<file path="src/vadc_pkg.sv">
`default_nettype none
package vadc_pkg;
  localparam int CODE_W = 8;
  localparam int NUM_CH = 3;
  localparam int THERM_W = 256;
  localparam int DITHER_W = 2;
  localparam int FIFO_DEPTH = 32;
  localparam int WORD_W = CODE_W * NUM_CH;
  // channel slots in the packed word
  localparam int CH_RED = 0;
  localparam int CH_GREEN = 1;
  localparam int CH_BLUE = 2;
  // clamp levels in 1/256 of full range
  localparam logic [7:0] CLAMP_LOW = 8'h10;
  localparam logic [7:0] CLAMP_MID = 8'h80;
  localparam logic [7:0] CLAMP_QTR = 8'h40;
  // code range limits
  localparam logic [7:0] CODE_MIN = 8'h00;
  localparam logic [7:0] CODE_LOW1 = 8'h01;
  localparam logic [7:0] CODE_TOPM1 = 8'hfe;
  localparam logic [7:0] CODE_MAX = 8'hff;
  localparam logic [1:0] DITHER_RST = 2'h0;
  localparam logic [2:0] CLAMP_NONE = 3'h0;
  // sample clock rises from capture to output: 2.5 sample periods
  localparam int OUT_RISES = 3;
  localparam int REF_PERIOD_PS = 4000;
  typedef enum logic [2:0] {
    CL_IDLE = 3'b001,
    CL_INTEG = 3'b010,
    CL_CORRECT = 3'b100
  } clamp_state_e;
endpackage
`default_nettype wire

</file>
<file path="src/vadc_stream_if.sv">
`timescale 1ns/1ps
`default_nettype none
interface vadc_stream_if #(parameter int W = 24);
  logic [W-1:0] data;
  logic valid;
  logic ready;
  modport src (output data, output valid, input ready);
  modport snk (input data, input valid, output ready);
endinterface
`default_nettype wire

</file>
<file path="src/vadc_fifo.sv">
`timescale 1ns/1ps
`default_nettype none
module vadc_fifo #(
  parameter int WIDTH = 24,
  parameter int DEPTH = 32
) (
  input wire logic i_clk,
  input wire logic i_rst_n,
  vadc_stream_if.snk in_s,
  vadc_stream_if.src out_s
);
  localparam int AW = $clog2(DEPTH);

  // refused at elaboration: pointer wrap needs a power-of-two depth
  if (DEPTH < 2 || (1 << AW) != DEPTH || WIDTH < 1) begin
    $error("fifo depth must be a power of two, at least 2");
  end

  logic [WIDTH-1:0] mem [DEPTH];
  logic [AW:0] wr_r;
  logic [AW:0] rd_r;
  logic full;
  logic empty;
  logic push;
  logic pop;

  assign full = (wr_r[AW] != rd_r[AW]) && (wr_r[AW-1:0] == rd_r[AW-1:0]);
  assign empty = (wr_r == rd_r);
  assign in_s.ready = !full;
  assign out_s.valid = !empty;
  assign out_s.data = mem[rd_r[AW-1:0]];
  assign push = in_s.valid && !full;
  assign pop = out_s.ready && !empty;

  always_ff @(posedge i_clk) begin
    if (push) begin
      mem[wr_r[AW-1:0]] <= in_s.data;
    end
  end

  always_ff @(posedge i_clk or negedge i_rst_n) begin
    if (!i_rst_n) begin
      wr_r <= '0;
    end else if (push) begin
      wr_r <= wr_r + 1'b1;
    end
  end

  always_ff @(posedge i_clk or negedge i_rst_n) begin
    if (!i_rst_n) begin
      rd_r <= '0;
    end else if (pop) begin
      rd_r <= rd_r + 1'b1;
    end
  end
endmodule
`default_nettype wire

</file>
<file path="src/vadc_ctrl.sv">
//////////////////////////////////////////////////////////////////////////////
// Summary of operation
// - each channel encodes 255 comparators (therm bits 1..255) to 8 bits
// - one sample clock and syncs for all channels
// - sample on falling, outputs change on rising
// - code appears 2.5 sample cycles after capture
// - outputs driven only while select low
// - dither counter reset every second frame pulse
// - dither counter steps once per line
// - frame sync low stops and disables dither
// - dither offset steps in half lsb units
// - whole-lsb offset subtracted from each code
// - code range 00..fe or 01..ff
// - mode low: all clamps at 16/256
// - mode high/open: chroma 128, luma 16/64
// - line sync high integrates clamp difference
// - line sync fall latches integrator sign
// - latched sign sources or sinks while low
//////////////////////////////////////////////////////////////////////////////
`timescale 1ns/1ps
`default_nettype none
module vadc_ctrl #(
  parameter int DEPTH = vadc_pkg::FIFO_DEPTH
) (
  input wire logic I_REF_CLK,
  input wire logic I_ARST_N,
  input wire logic I_SAMPLE_CLK,
  input wire logic I_LINE_SYNC,
  input wire logic I_FRAME_SYNC,
  input wire logic I_SELECT_N,
  input wire logic I_MODE,
  input wire logic I_MODE_OPEN,
  input wire logic [vadc_pkg::THERM_W-1:0] I_RED_THERM,
  input wire logic [vadc_pkg::THERM_W-1:0] I_GREEN_THERM,
  input wire logic [vadc_pkg::THERM_W-1:0] I_BLUE_THERM,
  input wire logic [vadc_pkg::NUM_CH-1:0] I_CLAMP_SIGN,
  input wire logic I_STREAM_READY,
  output logic [vadc_pkg::CODE_W-1:0] O_RED_CODE,
  output logic [vadc_pkg::CODE_W-1:0] O_GREEN_CODE,
  output logic [vadc_pkg::CODE_W-1:0] O_BLUE_CODE,
  output logic O_CODE_OE_N,
  output logic [vadc_pkg::DITHER_W-1:0] O_DITHER_HALF_LSB,
  output logic O_DITHER_ON,
  output logic [7:0] O_CLAMP_LEVEL_RED,
  output logic [7:0] O_CLAMP_LEVEL_GREEN,
  output logic [7:0] O_CLAMP_LEVEL_BLUE,
  output logic O_CLAMP_INTEG,
  output logic [vadc_pkg::NUM_CH-1:0] O_CLAMP_SOURCE,
  output logic [vadc_pkg::NUM_CH-1:0] O_CLAMP_SINK,
  output logic [vadc_pkg::WORD_W-1:0] O_STREAM_DATA,
  output logic O_STREAM_VALID,
  output logic O_FIFO_READY
);
  localparam int CW = vadc_pkg::CODE_W;
  localparam int WW = vadc_pkg::WORD_W;
  // refused at elaboration: the fifo cannot serve fewer than two words
  if (DEPTH < 2) begin
    $error("fifo depth too small");
  end
  // thermometer to binary: highest tripped comparator wins, bubbles ignored
  function automatic logic [7:0] therm_encode(input logic [vadc_pkg::THERM_W-1:0] t);
    logic [7:0] c;
    c = vadc_pkg::CODE_MIN;
    for (int i = 1; i < vadc_pkg::THERM_W; i++) begin
      if (t[i]) begin
        c = 8'(i);
      end
    end
    return c;
  endfunction
  // remove the whole-lsb part of the offset and bound the range
  function automatic logic [7:0] dither_fix(input logic [7:0] raw, input logic whole);
    logic [7:0] c;
    c = raw;
    if (whole) begin
      c = (raw == vadc_pkg::CODE_MIN) ? vadc_pkg::CODE_MIN : raw - 8'h01;
    end else if (raw == vadc_pkg::CODE_MIN) begin
      c = vadc_pkg::CODE_LOW1;
    end
    return c;
  endfunction
  //////////////////////////////////////////////////////////////////////////////
  logic rst_meta_r;
  logic rst_n;
  always_ff @(posedge I_REF_CLK or negedge I_ARST_N) begin
    if (!I_ARST_N) begin
      rst_meta_r <= 1'b0;
      rst_n <= 1'b0;
    end else begin
      rst_meta_r <= 1'b1;
      rst_n <= rst_meta_r;
    end
  end
  //////////////////////////////////////////////////////////////////////////////
  // edge detection of the sample clock and syncs
  logic sclk_r;
  logic line_r;
  logic frame_r;
  logic s_fall;
  logic s_rise;
  logic line_rise;
  logic line_fall;
  logic frame_rise;
  always_ff @(posedge I_REF_CLK or negedge rst_n) begin
    if (!rst_n) begin
      sclk_r <= 1'b0;
      line_r <= 1'b0;
      frame_r <= 1'b0;
    end else begin
      sclk_r <= I_SAMPLE_CLK;
      line_r <= I_LINE_SYNC;
      frame_r <= I_FRAME_SYNC;
    end
  end
  assign s_fall = sclk_r && !I_SAMPLE_CLK;
  assign s_rise = !sclk_r && I_SAMPLE_CLK;
  assign line_rise = I_LINE_SYNC && !line_r;
  assign line_fall = !I_LINE_SYNC && line_r;
  assign frame_rise = I_FRAME_SYNC && !frame_r;
  //////////////////////////////////////////////////////////////////////////////
  // dither counter; events wait for the next sample instant so offset and
  // correction always move together
  logic frame_par_r;
  logic inc_pend_r;
  logic rst_pend_r;
  logic line_evt;
  logic frame_evt;
  logic inc_apply;
  logic rst_apply;
  logic [vadc_pkg::DITHER_W-1:0] cnt_r;
  logic dither_on_r;
  logic whole;
  assign line_evt = line_rise && I_FRAME_SYNC;
  assign frame_evt = frame_rise && frame_par_r;
  assign inc_apply = s_fall && (inc_pend_r || line_evt);
  assign rst_apply = s_fall && (rst_pend_r || frame_evt);
  always_ff @(posedge I_REF_CLK or negedge rst_n) begin
    if (!rst_n) begin
      frame_par_r <= 1'b0;
    end else if (frame_rise) begin
      frame_par_r <= !frame_par_r;
    end
  end
  // a new event in the applying cycle is folded in, so none is lost
  always_ff @(posedge I_REF_CLK or negedge rst_n) begin
    if (!rst_n) begin
      inc_pend_r <= 1'b0;
      rst_pend_r <= 1'b0;
    end else begin
      inc_pend_r <= s_fall ? 1'b0 : (inc_pend_r || line_evt);
      rst_pend_r <= s_fall ? 1'b0 : (rst_pend_r || frame_evt);
    end
  end
  always_ff @(posedge I_REF_CLK or negedge rst_n) begin
    if (!rst_n) begin
      cnt_r <= vadc_pkg::DITHER_RST;
    end else if (rst_apply) begin
      cnt_r <= vadc_pkg::DITHER_RST;
    end else if (inc_apply) begin
      cnt_r <= cnt_r + 1'b1;
    end
  end
  always_ff @(posedge I_REF_CLK or negedge rst_n) begin
    if (!rst_n) begin
      dither_on_r <= 1'b0;
    end else if (s_fall) begin
      dither_on_r <= I_FRAME_SYNC;
    end
  end
  // offset in half lsb: 0, 0.5, 1, 1.5; msb is the whole-lsb part
  assign O_DITHER_HALF_LSB = dither_on_r ? cnt_r : vadc_pkg::DITHER_RST;
  assign O_DITHER_ON = dither_on_r;
  assign whole = dither_on_r && cnt_r[vadc_pkg::DITHER_W-1];
  //////////////////////////////////////////////////////////////////////////////
  // capture at falling edge, then three rising edges to the pins
  logic [CW-1:0] cap_r [vadc_pkg::NUM_CH];
  logic [CW-1:0] p1_r [vadc_pkg::NUM_CH];
  logic [CW-1:0] p2_r [vadc_pkg::NUM_CH];
  logic [CW-1:0] out_r [vadc_pkg::NUM_CH];
  logic [CW-1:0] fix [vadc_pkg::NUM_CH];
  logic [2:0] vld_r;
  assign fix[vadc_pkg::CH_RED] = dither_fix(therm_encode(I_RED_THERM), whole);
  assign fix[vadc_pkg::CH_GREEN] = dither_fix(therm_encode(I_GREEN_THERM), whole);
  assign fix[vadc_pkg::CH_BLUE] = dither_fix(therm_encode(I_BLUE_THERM), whole);
  always_ff @(posedge I_REF_CLK or negedge rst_n) begin
    if (!rst_n) begin
      for (int c = 0; c < vadc_pkg::NUM_CH; c++) begin
        cap_r[c] <= vadc_pkg::CODE_MIN;
      end
    end else if (s_fall) begin
      for (int c = 0; c < vadc_pkg::NUM_CH; c++) begin
        cap_r[c] <= fix[c];
      end
    end
  end
  always_ff @(posedge I_REF_CLK or negedge rst_n) begin
    if (!rst_n) begin
      for (int c = 0; c < vadc_pkg::NUM_CH; c++) begin
        p1_r[c] <= vadc_pkg::CODE_MIN;
        p2_r[c] <= vadc_pkg::CODE_MIN;
        out_r[c] <= vadc_pkg::CODE_MIN;
      end
    end else if (s_rise) begin
      for (int c = 0; c < vadc_pkg::NUM_CH; c++) begin
        p1_r[c] <= cap_r[c];
        p2_r[c] <= p1_r[c];
        out_r[c] <= p2_r[c];
      end
    end
  end
  // marks pipeline stages holding a real sample since reset
  logic cap_vld_r;
  always_ff @(posedge I_REF_CLK or negedge rst_n) begin
    if (!rst_n) begin
      cap_vld_r <= 1'b0;
      vld_r <= 3'h0;
    end else begin
      if (s_fall) begin
        cap_vld_r <= 1'b1;
      end
      if (s_rise) begin
        vld_r <= {vld_r[1:0], cap_vld_r};
      end
    end
  end
  assign O_RED_CODE = out_r[vadc_pkg::CH_RED];
  assign O_GREEN_CODE = out_r[vadc_pkg::CH_GREEN];
  assign O_BLUE_CODE = out_r[vadc_pkg::CH_BLUE];
  assign O_CODE_OE_N = I_SELECT_N;
  //////////////////////////////////////////////////////////////////////////////
  // stream copy of each output word; a full fifo drops the word rather
  // than stalling conversion, which cannot wait
  vadc_stream_if #(.W(WW)) push_if ();
  vadc_stream_if #(.W(WW)) pop_if ();
  logic push_r;
  logic [WW-1:0] push_data_r;
  always_ff @(posedge I_REF_CLK or negedge rst_n) begin
    if (!rst_n) begin
      push_r <= 1'b0;
      push_data_r <= '0;
    end else begin
      push_r <= s_rise && vld_r[1];
      if (s_rise) begin
        push_data_r <= {p2_r[vadc_pkg::CH_BLUE], p2_r[vadc_pkg::CH_GREEN],
                        p2_r[vadc_pkg::CH_RED]};
      end
    end
  end
  assign push_if.valid = push_r;
  assign push_if.data = push_data_r;
  assign pop_if.ready = I_STREAM_READY;
  vadc_fifo #(.WIDTH(WW), .DEPTH(DEPTH)) u_fifo (
    .i_clk(I_REF_CLK),
    .i_rst_n(rst_n),
    .in_s(push_if),
    .out_s(pop_if)
  );
  assign O_STREAM_DATA = pop_if.data;
  assign O_STREAM_VALID = pop_if.valid;
  assign O_FIFO_READY = push_if.ready;
  //////////////////////////////////////////////////////////////////////////////
  // clamp levels and network sequencing
  always_comb begin
    O_CLAMP_LEVEL_RED = vadc_pkg::CLAMP_LOW;
    O_CLAMP_LEVEL_GREEN = vadc_pkg::CLAMP_LOW;
    O_CLAMP_LEVEL_BLUE = vadc_pkg::CLAMP_LOW;
    if (I_MODE_OPEN) begin
      O_CLAMP_LEVEL_RED = vadc_pkg::CLAMP_MID;
      O_CLAMP_LEVEL_GREEN = vadc_pkg::CLAMP_QTR;
      O_CLAMP_LEVEL_BLUE = vadc_pkg::CLAMP_MID;
    end else if (I_MODE) begin
      O_CLAMP_LEVEL_RED = vadc_pkg::CLAMP_MID;
      O_CLAMP_LEVEL_BLUE = vadc_pkg::CLAMP_MID;
    end
  end
  vadc_pkg::clamp_state_e cl_r;
  vadc_pkg::clamp_state_e cl_nxt;
  logic [vadc_pkg::NUM_CH-1:0] sign_r;
  always_comb begin
    case (cl_r)
      vadc_pkg::CL_IDLE: cl_nxt = line_rise ? vadc_pkg::CL_INTEG : vadc_pkg::CL_IDLE;
      vadc_pkg::CL_INTEG: cl_nxt = line_fall ? vadc_pkg::CL_CORRECT : vadc_pkg::CL_INTEG;
      vadc_pkg::CL_CORRECT: cl_nxt = line_rise ? vadc_pkg::CL_INTEG : vadc_pkg::CL_CORRECT;
      default: cl_nxt = vadc_pkg::CL_IDLE;
    endcase
  end
  always_ff @(posedge I_REF_CLK or negedge rst_n) begin
    if (!rst_n) begin
      cl_r <= vadc_pkg::CL_IDLE;
    end else begin
      cl_r <= cl_nxt;
    end
  end
  always_ff @(posedge I_REF_CLK or negedge rst_n) begin
    if (!rst_n) begin
      sign_r <= vadc_pkg::CLAMP_NONE;
    end else if (cl_r == vadc_pkg::CL_INTEG && line_fall) begin
      sign_r <= I_CLAMP_SIGN;
    end
  end
  // no correction before the first sign is known
  assign O_CLAMP_INTEG = (cl_r == vadc_pkg::CL_INTEG);
  assign O_CLAMP_SOURCE = (cl_r == vadc_pkg::CL_CORRECT) ? sign_r : vadc_pkg::CLAMP_NONE;
  assign O_CLAMP_SINK = (cl_r == vadc_pkg::CL_CORRECT) ? ~sign_r : vadc_pkg::CLAMP_NONE;
endmodule
`default_nettype wire

</file>
<file path="config.mk">
export PLATFORM = sky130hd
export DESIGN_NAME = vadc_ctrl
export DESIGN_NICKNAME = d
export VERILOG_FILES = /design/src/vadc_pkg.sv /design/src/vadc_stream_if.sv /design/src/vadc_fifo.sv /design/src/vadc_ctrl.sv
export SDC_FILE = /design/constraint.sdc
export NUM_CORES = 2
export LEC_CHECK = 0
export BUFFER_PORTS_ARGS = -buffer_cell sky130_fd_sc_hd__buf_2
export CORE_AREA = 2 2 335 337
export DETAILED_ROUTE_END_ITERATION = 10
export DIE_AREA = 0 0 337 339
export GPL_ROUTABILITY_DRIVEN = 1
export SYNTH_ARGS = -nofsm -noshare
export SYNTH_HDL_FRONTEND = slang
export SYNTH_HIERARCHICAL = 1
export SYNTH_SLANG_ARGS = --single-unit
</file>
<file path="constraint.sdc">
create_clock -name I_REF_CLK -period 5.3 [get_ports I_REF_CLK]
set_input_delay 0.53 -clock I_REF_CLK [delete_from_list [all_inputs] [get_ports I_REF_CLK]]
set_output_delay 0.53 -clock I_REF_CLK [all_outputs]
set_load 0.02 [all_outputs]
</file>
== After elaboration in Yosys (flattened, before gate mapping) ==
Memories as Yosys holds them, arrays and structs flattened.
Index checks and enable logic that the tools add are counted.
Cells by class
  add/subtract/negate cells: 6
  equality and inequality tests: 6
  multiplexer cells: 790
  bitwise gates (word level): 1
  reductions and logical operators: 29
Operators by type and width (number)
  2-to-1 mux 8 bit: 773
  logical NOT 8 bit: 3
  subtractor 8 x 1 -> 8 bit, second input constant: 3
  logical AND 1 bit: 15
  adder 6 x 1 -> 6 bit, second input constant: 2
  2-to-1 mux 3 bit: 4
  one-hot mux 3 bit (3 select lines): 1
  logical NOT 1 bit: 8
  2-to-1 mux 2 bit: 4
  2-to-1 mux 1 bit: 7
  2-to-1 mux 7 bit: 1
  equality test 6 bit: 1
  equality test 5 bit: 1
  equality test 3 x 1 -> 1 bit, second input constant: 1
  equality test 3 x 2 -> 1 bit, second input constant: 1
  equality test 3 bit, second input constant: 1
  inverter 3 bit: 1
  adder 2 x 1 -> 2 bit, second input constant: 1
  logical OR 1 bit: 2
  nonzero test 2 bit: 1
  != test 1 bit: 1
Word-level totals
  register bits: 153
  RAM bits: 768
  bits of input ports: 780
  output and inout bits: 85
  memories kept: 1
Memory list
  u_fifo.mem: words 32, width 24, rd ports 1, clocked after memory_dff 0, wr ports 1, RTL line vadc_fifo.sv:19  | logic [WIDTH-1:0] mem [DEPTH];

== Logic depth before layout (Yosys ltp) ==
  depth after elaboration: 258
  mapped depth: 16
  depth with buffers taken out: 16

== Modules after synthesis ==
Netlist, hierarchy kept.
Modules (own cells, without submodules)
  vadc_fifo: instances 1, cells each 1749, area an instance 30631.9 um^2, sequential area each 23362.4 um^2
  vadc_ctrl: instances 1, cells each 2367, area an instance 15507.4 um^2, sequential area each 2929.1 um^2

== Worst setup path before layout ==
OpenSTA, ideal clock, no wires.
  path type: input -> register
  start: input I_GREEN_THERM[88] in the netlist's numbering
  end: register cap_r[15] in the netlist's numbering
  arrival time: 3.592 ns
  required time: 5.178 ns
  slack: 1.586 ns
  stages: 9
  path buffers: 0
  cells stage by stage: or4_4 > or4_4 > o31a_1 > or4_1 > nand2_2 > o31ai_2 > or4_1 > a311o_1 > a32o_1
Between the ends
  cells in the longest elaborated chain, start to end: 171
  elaborated cells on any way between the ends: 173
  classes of those cells: add/sub: 1; mux: 171; reduce/logical: 1
Ends and longest elaborated chain
  from (decl): RTL line vadc_ctrl.sv:34  | input wire logic [vadc_pkg::THERM_W-1:0] I_GREEN_THERM,
  2-to-1 mux 8 bit (*) (168 in a row): RTL line vadc_ctrl.sv:65  | if (t[i]) begin
  subtractor 8 x 1 -> 8 bit / logical NOT 8 bit (equally long branches): RTL line vadc_ctrl.sv:76, vadc_ctrl.sv:77
  2-to-1 mux 8 bit, on equally long branches: RTL line vadc_ctrl.sv:76, vadc_ctrl.sv:77
  2-to-1 mux 8 bit (*): RTL line vadc_ctrl.sv:75  | if (whole) begin
  to (signal, indexed assignment): RTL line vadc_ctrl.sv:188  | cap_r[c] <= vadc_pkg::CODE_MIN;
  to (signal, indexed assignment): RTL line vadc_ctrl.sv:192  | cap_r[c] <= fix[c];
  to (decl): RTL line vadc_ctrl.sv:176  | logic [CW-1:0] cap_r [vadc_pkg::NUM_CH];
Every way passes the cells marked *; elsewhere a longest branch is shown, timed or not.
A chain may end at the register's enable or synchronous reset.

== Worst setup path in the final report ==
  start: register u_fifo.rd_r[2]
  end: output O_STREAM_DATA[18] in the netlist's numbering
Between the ends
  cells in the longest elaborated chain, start to end: 1
Ends and longest elaborated chain
  from (decl): RTL line vadc_fifo.sv:21  | logic [AW:0] rd_r;
  from (signal assigned): RTL line vadc_fifo.sv:53  | rd_r <= rd_r + 1'b1;
  memory read (32 x 24 bit)
  to (decl): RTL line vadc_ctrl.sv:50  | output logic [vadc_pkg::WORD_W-1:0] O_STREAM_DATA,
Every way passes these cells.

==> flow_summary.yaml <==
placed_design:
  dp.final_hpwl_um: 131000
  routabilityCongestion: 1.11
  dp_cells: 6414
  placement.io_buffers: 841
drt:
  drc: 0
  vias: 38900
  detail_route.iter0.violations: 3426
  drtAntennaViolNets: 0
  drt-total-wl_um: 173000
  route.detailed.wl_per_inst_um: 26.1
  drt_first_pass_iters: 6
  detail_route.vias_per_cell: 5.87
synth:
  postSynthCellCount: 4116
  postSynth.asyncResetShare_pct: 14.4
  synth-main-ff-cell: "edfxtp_1"
  synth-edff-count: 768
  yosys_register_bits: 897
  synth_seq_area_share_pct: 57.0
  synth_warnings: 6
  synth_top_area_cell: "edfxtp_1"
  netlist_top_cells_area: "edfxtp_1 50%, mux2i_1 8.4%, dfrtp_1 6.9%"
  yosysUniqueCellTypes: 90
  synth_top_area_share_pct: 50.0
  netlist_area_mm2: 0.0461
  syn-mean-instance-area_um2: 11.2
cells_and_area:
  nNetsFinal: 5808
  most_common_library_cell_in_the_layout_ignoring_fill_and_taps: "buf_2"
  fillCellCount: 10100
  area_growth_pct: 20.3
  final_layout_size_suffix_gt1_share_pct: 22.9
  final-instance-count-excl-fill: 6627
  layout_common_cells: "841 x buf_2, 768 x edfxtp_1, 413 x nand2_1"
sta:
  post_route_clock_period_utilization_pct: 78.5
  hold_viol_final: 0
  finClkSkew_ns: 0.0245
  final_max_slew_viol_count: 0
  worstMarginPinSlew_ns: 1.23
  relative_max_transition_margin_pct: 15.8
  max_freq_ghz: 0.240
  report.final.setup_viol: 0
  rsz0062_at_grt: "no"
  fin_crit_ns: 4.16
  fin_tns_setup_ns: 0
global_routing:
  number_of_global_route_vias_before_repair: 37400
  grt_start_max_net_pins: 116
  gr-usage-all-layers_pct: 29.3
  total_gr_overflow: 0
  antenna_found_initial: 68
  wire_length_of_the_first_global_routing_pass_um: 248000
clock_network:
  cts_max_path_buffers: 3
  cts.repair.resized: 0
  cts_tree: "built"
  worstSkewPairLatency_ns: 0.63
  clk_root_buf: "clkbuf_16"
  ctsHtreeMaxLevel: 3
  inserted_clock_buffers: 91
  cts.hold.buffers_added: 1
  cts_setup_buffers: 0
  clkSinkCount: 897
  clkTransAtPathRegs_ns: 0.06
hold_path:
  hp-class: "input pin to flop"
  holdCritStartpoint: "I_LINE_SYNC"
  timing.hold.worst_path_depth: 1
  min_delay_worst_endpoint: "line_r$_DFF_PN0_"
worst_setup_path:
  crit_required_ns: 4.77
  worst-r2r-setup-slack_ns: 2.01
  critPathTopFamily: "simple AND/OR/NAND/NOR gates"
  cp_data_arrival_time_ns: 3.63
  sort_of_element_at_the_start_of_the_critical_path: "flop"
  critPathBufInv: 2
  critPathCaptureType: "primary output"
  r2r_cells: 6
  critical-path-slowest-cell: "and2_4"
  timing.rr.end: "u_fifo/mem[6][20]$_DFFE_PP_"
  regToRegStartpoint: "u_fifo/wr_r[3]$_DFFE_PN0P_"
  crit_chain: "and2_4, buf_4, a22oi_1, a31oi_1, nand3_1, buf_2"
  critPathKind: "flop to primary output"
  cpPeakStageDelay_ns: 0.69
  critical_path.max_fanout: 45
floorplan:
  design.portCount: 865
  dieWidth_um: 337
  effective_utilization_at_floorplan_pct: 41.8
  std_cell_rows: 122
  die_area_mm2: 0.114
  core_mm2: 0.110
  fp.dieH_um: 339
outcome:
  outcome: "complete, no violations"
flow_run:
  cap_viol_max_count: 0
power:
  power.leakage_nw: 21.1
  pwr_density_cell_mw_per_mm2: 396
  vdd_ir_drop_max_v: 0.000441
-- worst max-delay path by stage --
stage,from,to,slack [ns],cells after the start
5_1_grt,I_RED_THERM[88],cap_r[16]$_DFFE_PN0P_,0.89,14
3_3_place_gp,I_RED_THERM[88],cap_r[16]$_DFFE_PN0P_,0.53,14
3_5_place_dp,I_RED_THERM[88],cap_r[16]$_DFFE_PN0P_,0.48,14
4_1_cts,u_fifo/rd_r[2]$_DFFE_PN0P_,O_STREAM_DATA[16],1.03,7
6_report,u_fifo/rd_r[2]$_DFFE_PN0P_,O_STREAM_DATA[18],1.14,6
2_1_floorplan,rst_n$_DFF_PN0_,O_BLUE_CODE[0]$_DFFE_PN0P_,1.44,0
-- worst reg2reg max path, cell delays in order, from the launching register on --
cell,delay (ns)
dfrtp_1,0.59
xor2_1,0.28
a2111oi_4,0.09
a31oi_4,0.39
nand2_1,0.40
nor2_2,0.81
buf_4,0.39
-- flip-flops by register name (all words and copies together) (netlist names), 2 cells and up --
register	cells
O_RED_CODE	7
p2_r	24
cap_r	24
O_BLUE_CODE	8
u_fifo/rd_r	6
p1_r	24
O_GREEN_CODE	7
u_fifo/wr_r	6
vld_r	2
cl_r	3
push_data_r	2
u_fifo/mem	768
sign_r	3
cnt_r	2
-- cell usage after synthesis, drive strengths merged (50+ instances only) --
cell / count
nor2: 325
a21oi: 237
nand3: 124
edfxtp: 768
mux2i: 387
nor4: 235
nor3: 178
nand2: 416
clkbuf: 59
o21ai: 120
inv: 143
buf: 88
or4: 100
nand4: 50
dfrtp: 128
a22oi: 73
a22o: 56
-- layout make-up --
| class | instances | area (µm²) | area share (%) |
|---|---|---|---|
| multi-input cells | 2945 | 18700 | 33.6 |
| clock inverters | 43 | 370 | 0.667 |
| clock buffers | 125 | 2590 | 4.67 |
| well taps | 1488 | 1860 | 3.35 |
| diodes | 44 | 110 | 0.198 |
| repair buffers | 941 | 5070 | 9.14 |
| flip-flops and latches | 897 | 26300 | 47.4 |
| inverters | 144 | 541 | 0.974 |
-- metal layers --
| layer | share of wire (%) | routed length (µm) | global-route usage [%] | up-vias |
|---|---|---|---|---|
| met5 | 0.11 | 195 | 0 | - |
| met4 | 3.7 | 6470 | 11.0 | 30 |
| met3 | 6.5 | 11200 | 5.23 | 301 |
| met2 | 49 | 83900 | 49.0 | 1387 |
| met1 | 41 | 71100 | 37.8 | 19200 |
| li1 | - | - | - | 18000 |
-- report_power, final --
| group | total (W) | internal (W) | switching (W) |
|---|---|---|---|
| clock network | 0.00630 | 0.00367 | 0.00264 |
| registers | 0.00847 | 0.00821 | 0.000255 |
| logic | 0.00721 | 0.00245 | 0.00476 |
-- per-stage QoR --
stage | utilization (%) | hold slack [ns] | total power [W] | worst slack [ns] | cell area, µm²
after global placement | 47.5 | 0.318 | 0.0158 | 0.534 | 52400
after global routing | 50.3 | 0.0441 | 0.0229 | 0.892 | 55500
after detailed placement | 47.5 | 0.320 | 0.0158 | 0.480 | 52400
after floorplan | - | 0.234 | 0.0129 | 1.44 | 46200
after CTS | 50.2 | 0.0288 | 0.0221 | 1.03 | 55400
final | 50.3 | 0.0628 | 0.0220 | 1.14 | 55500
-- cell families after synthesis --
family / after synthesis / synth area share (%)
multiplexers: 392 / 8.52
adder cells (fa/ha/maj): 8 / 0.217
AND/OR/NAND/NOR: 1607 / 17.5
buffers and inverters: 291 / 3.00
XOR/XNOR: 27 / 0.513
AO/OA/AOI/OAI: 892 / 13.3
other: 2 / 0.0163
flip-flops: 897 / 57.0
Note: power is estimated with default switching activity, not from simulation.
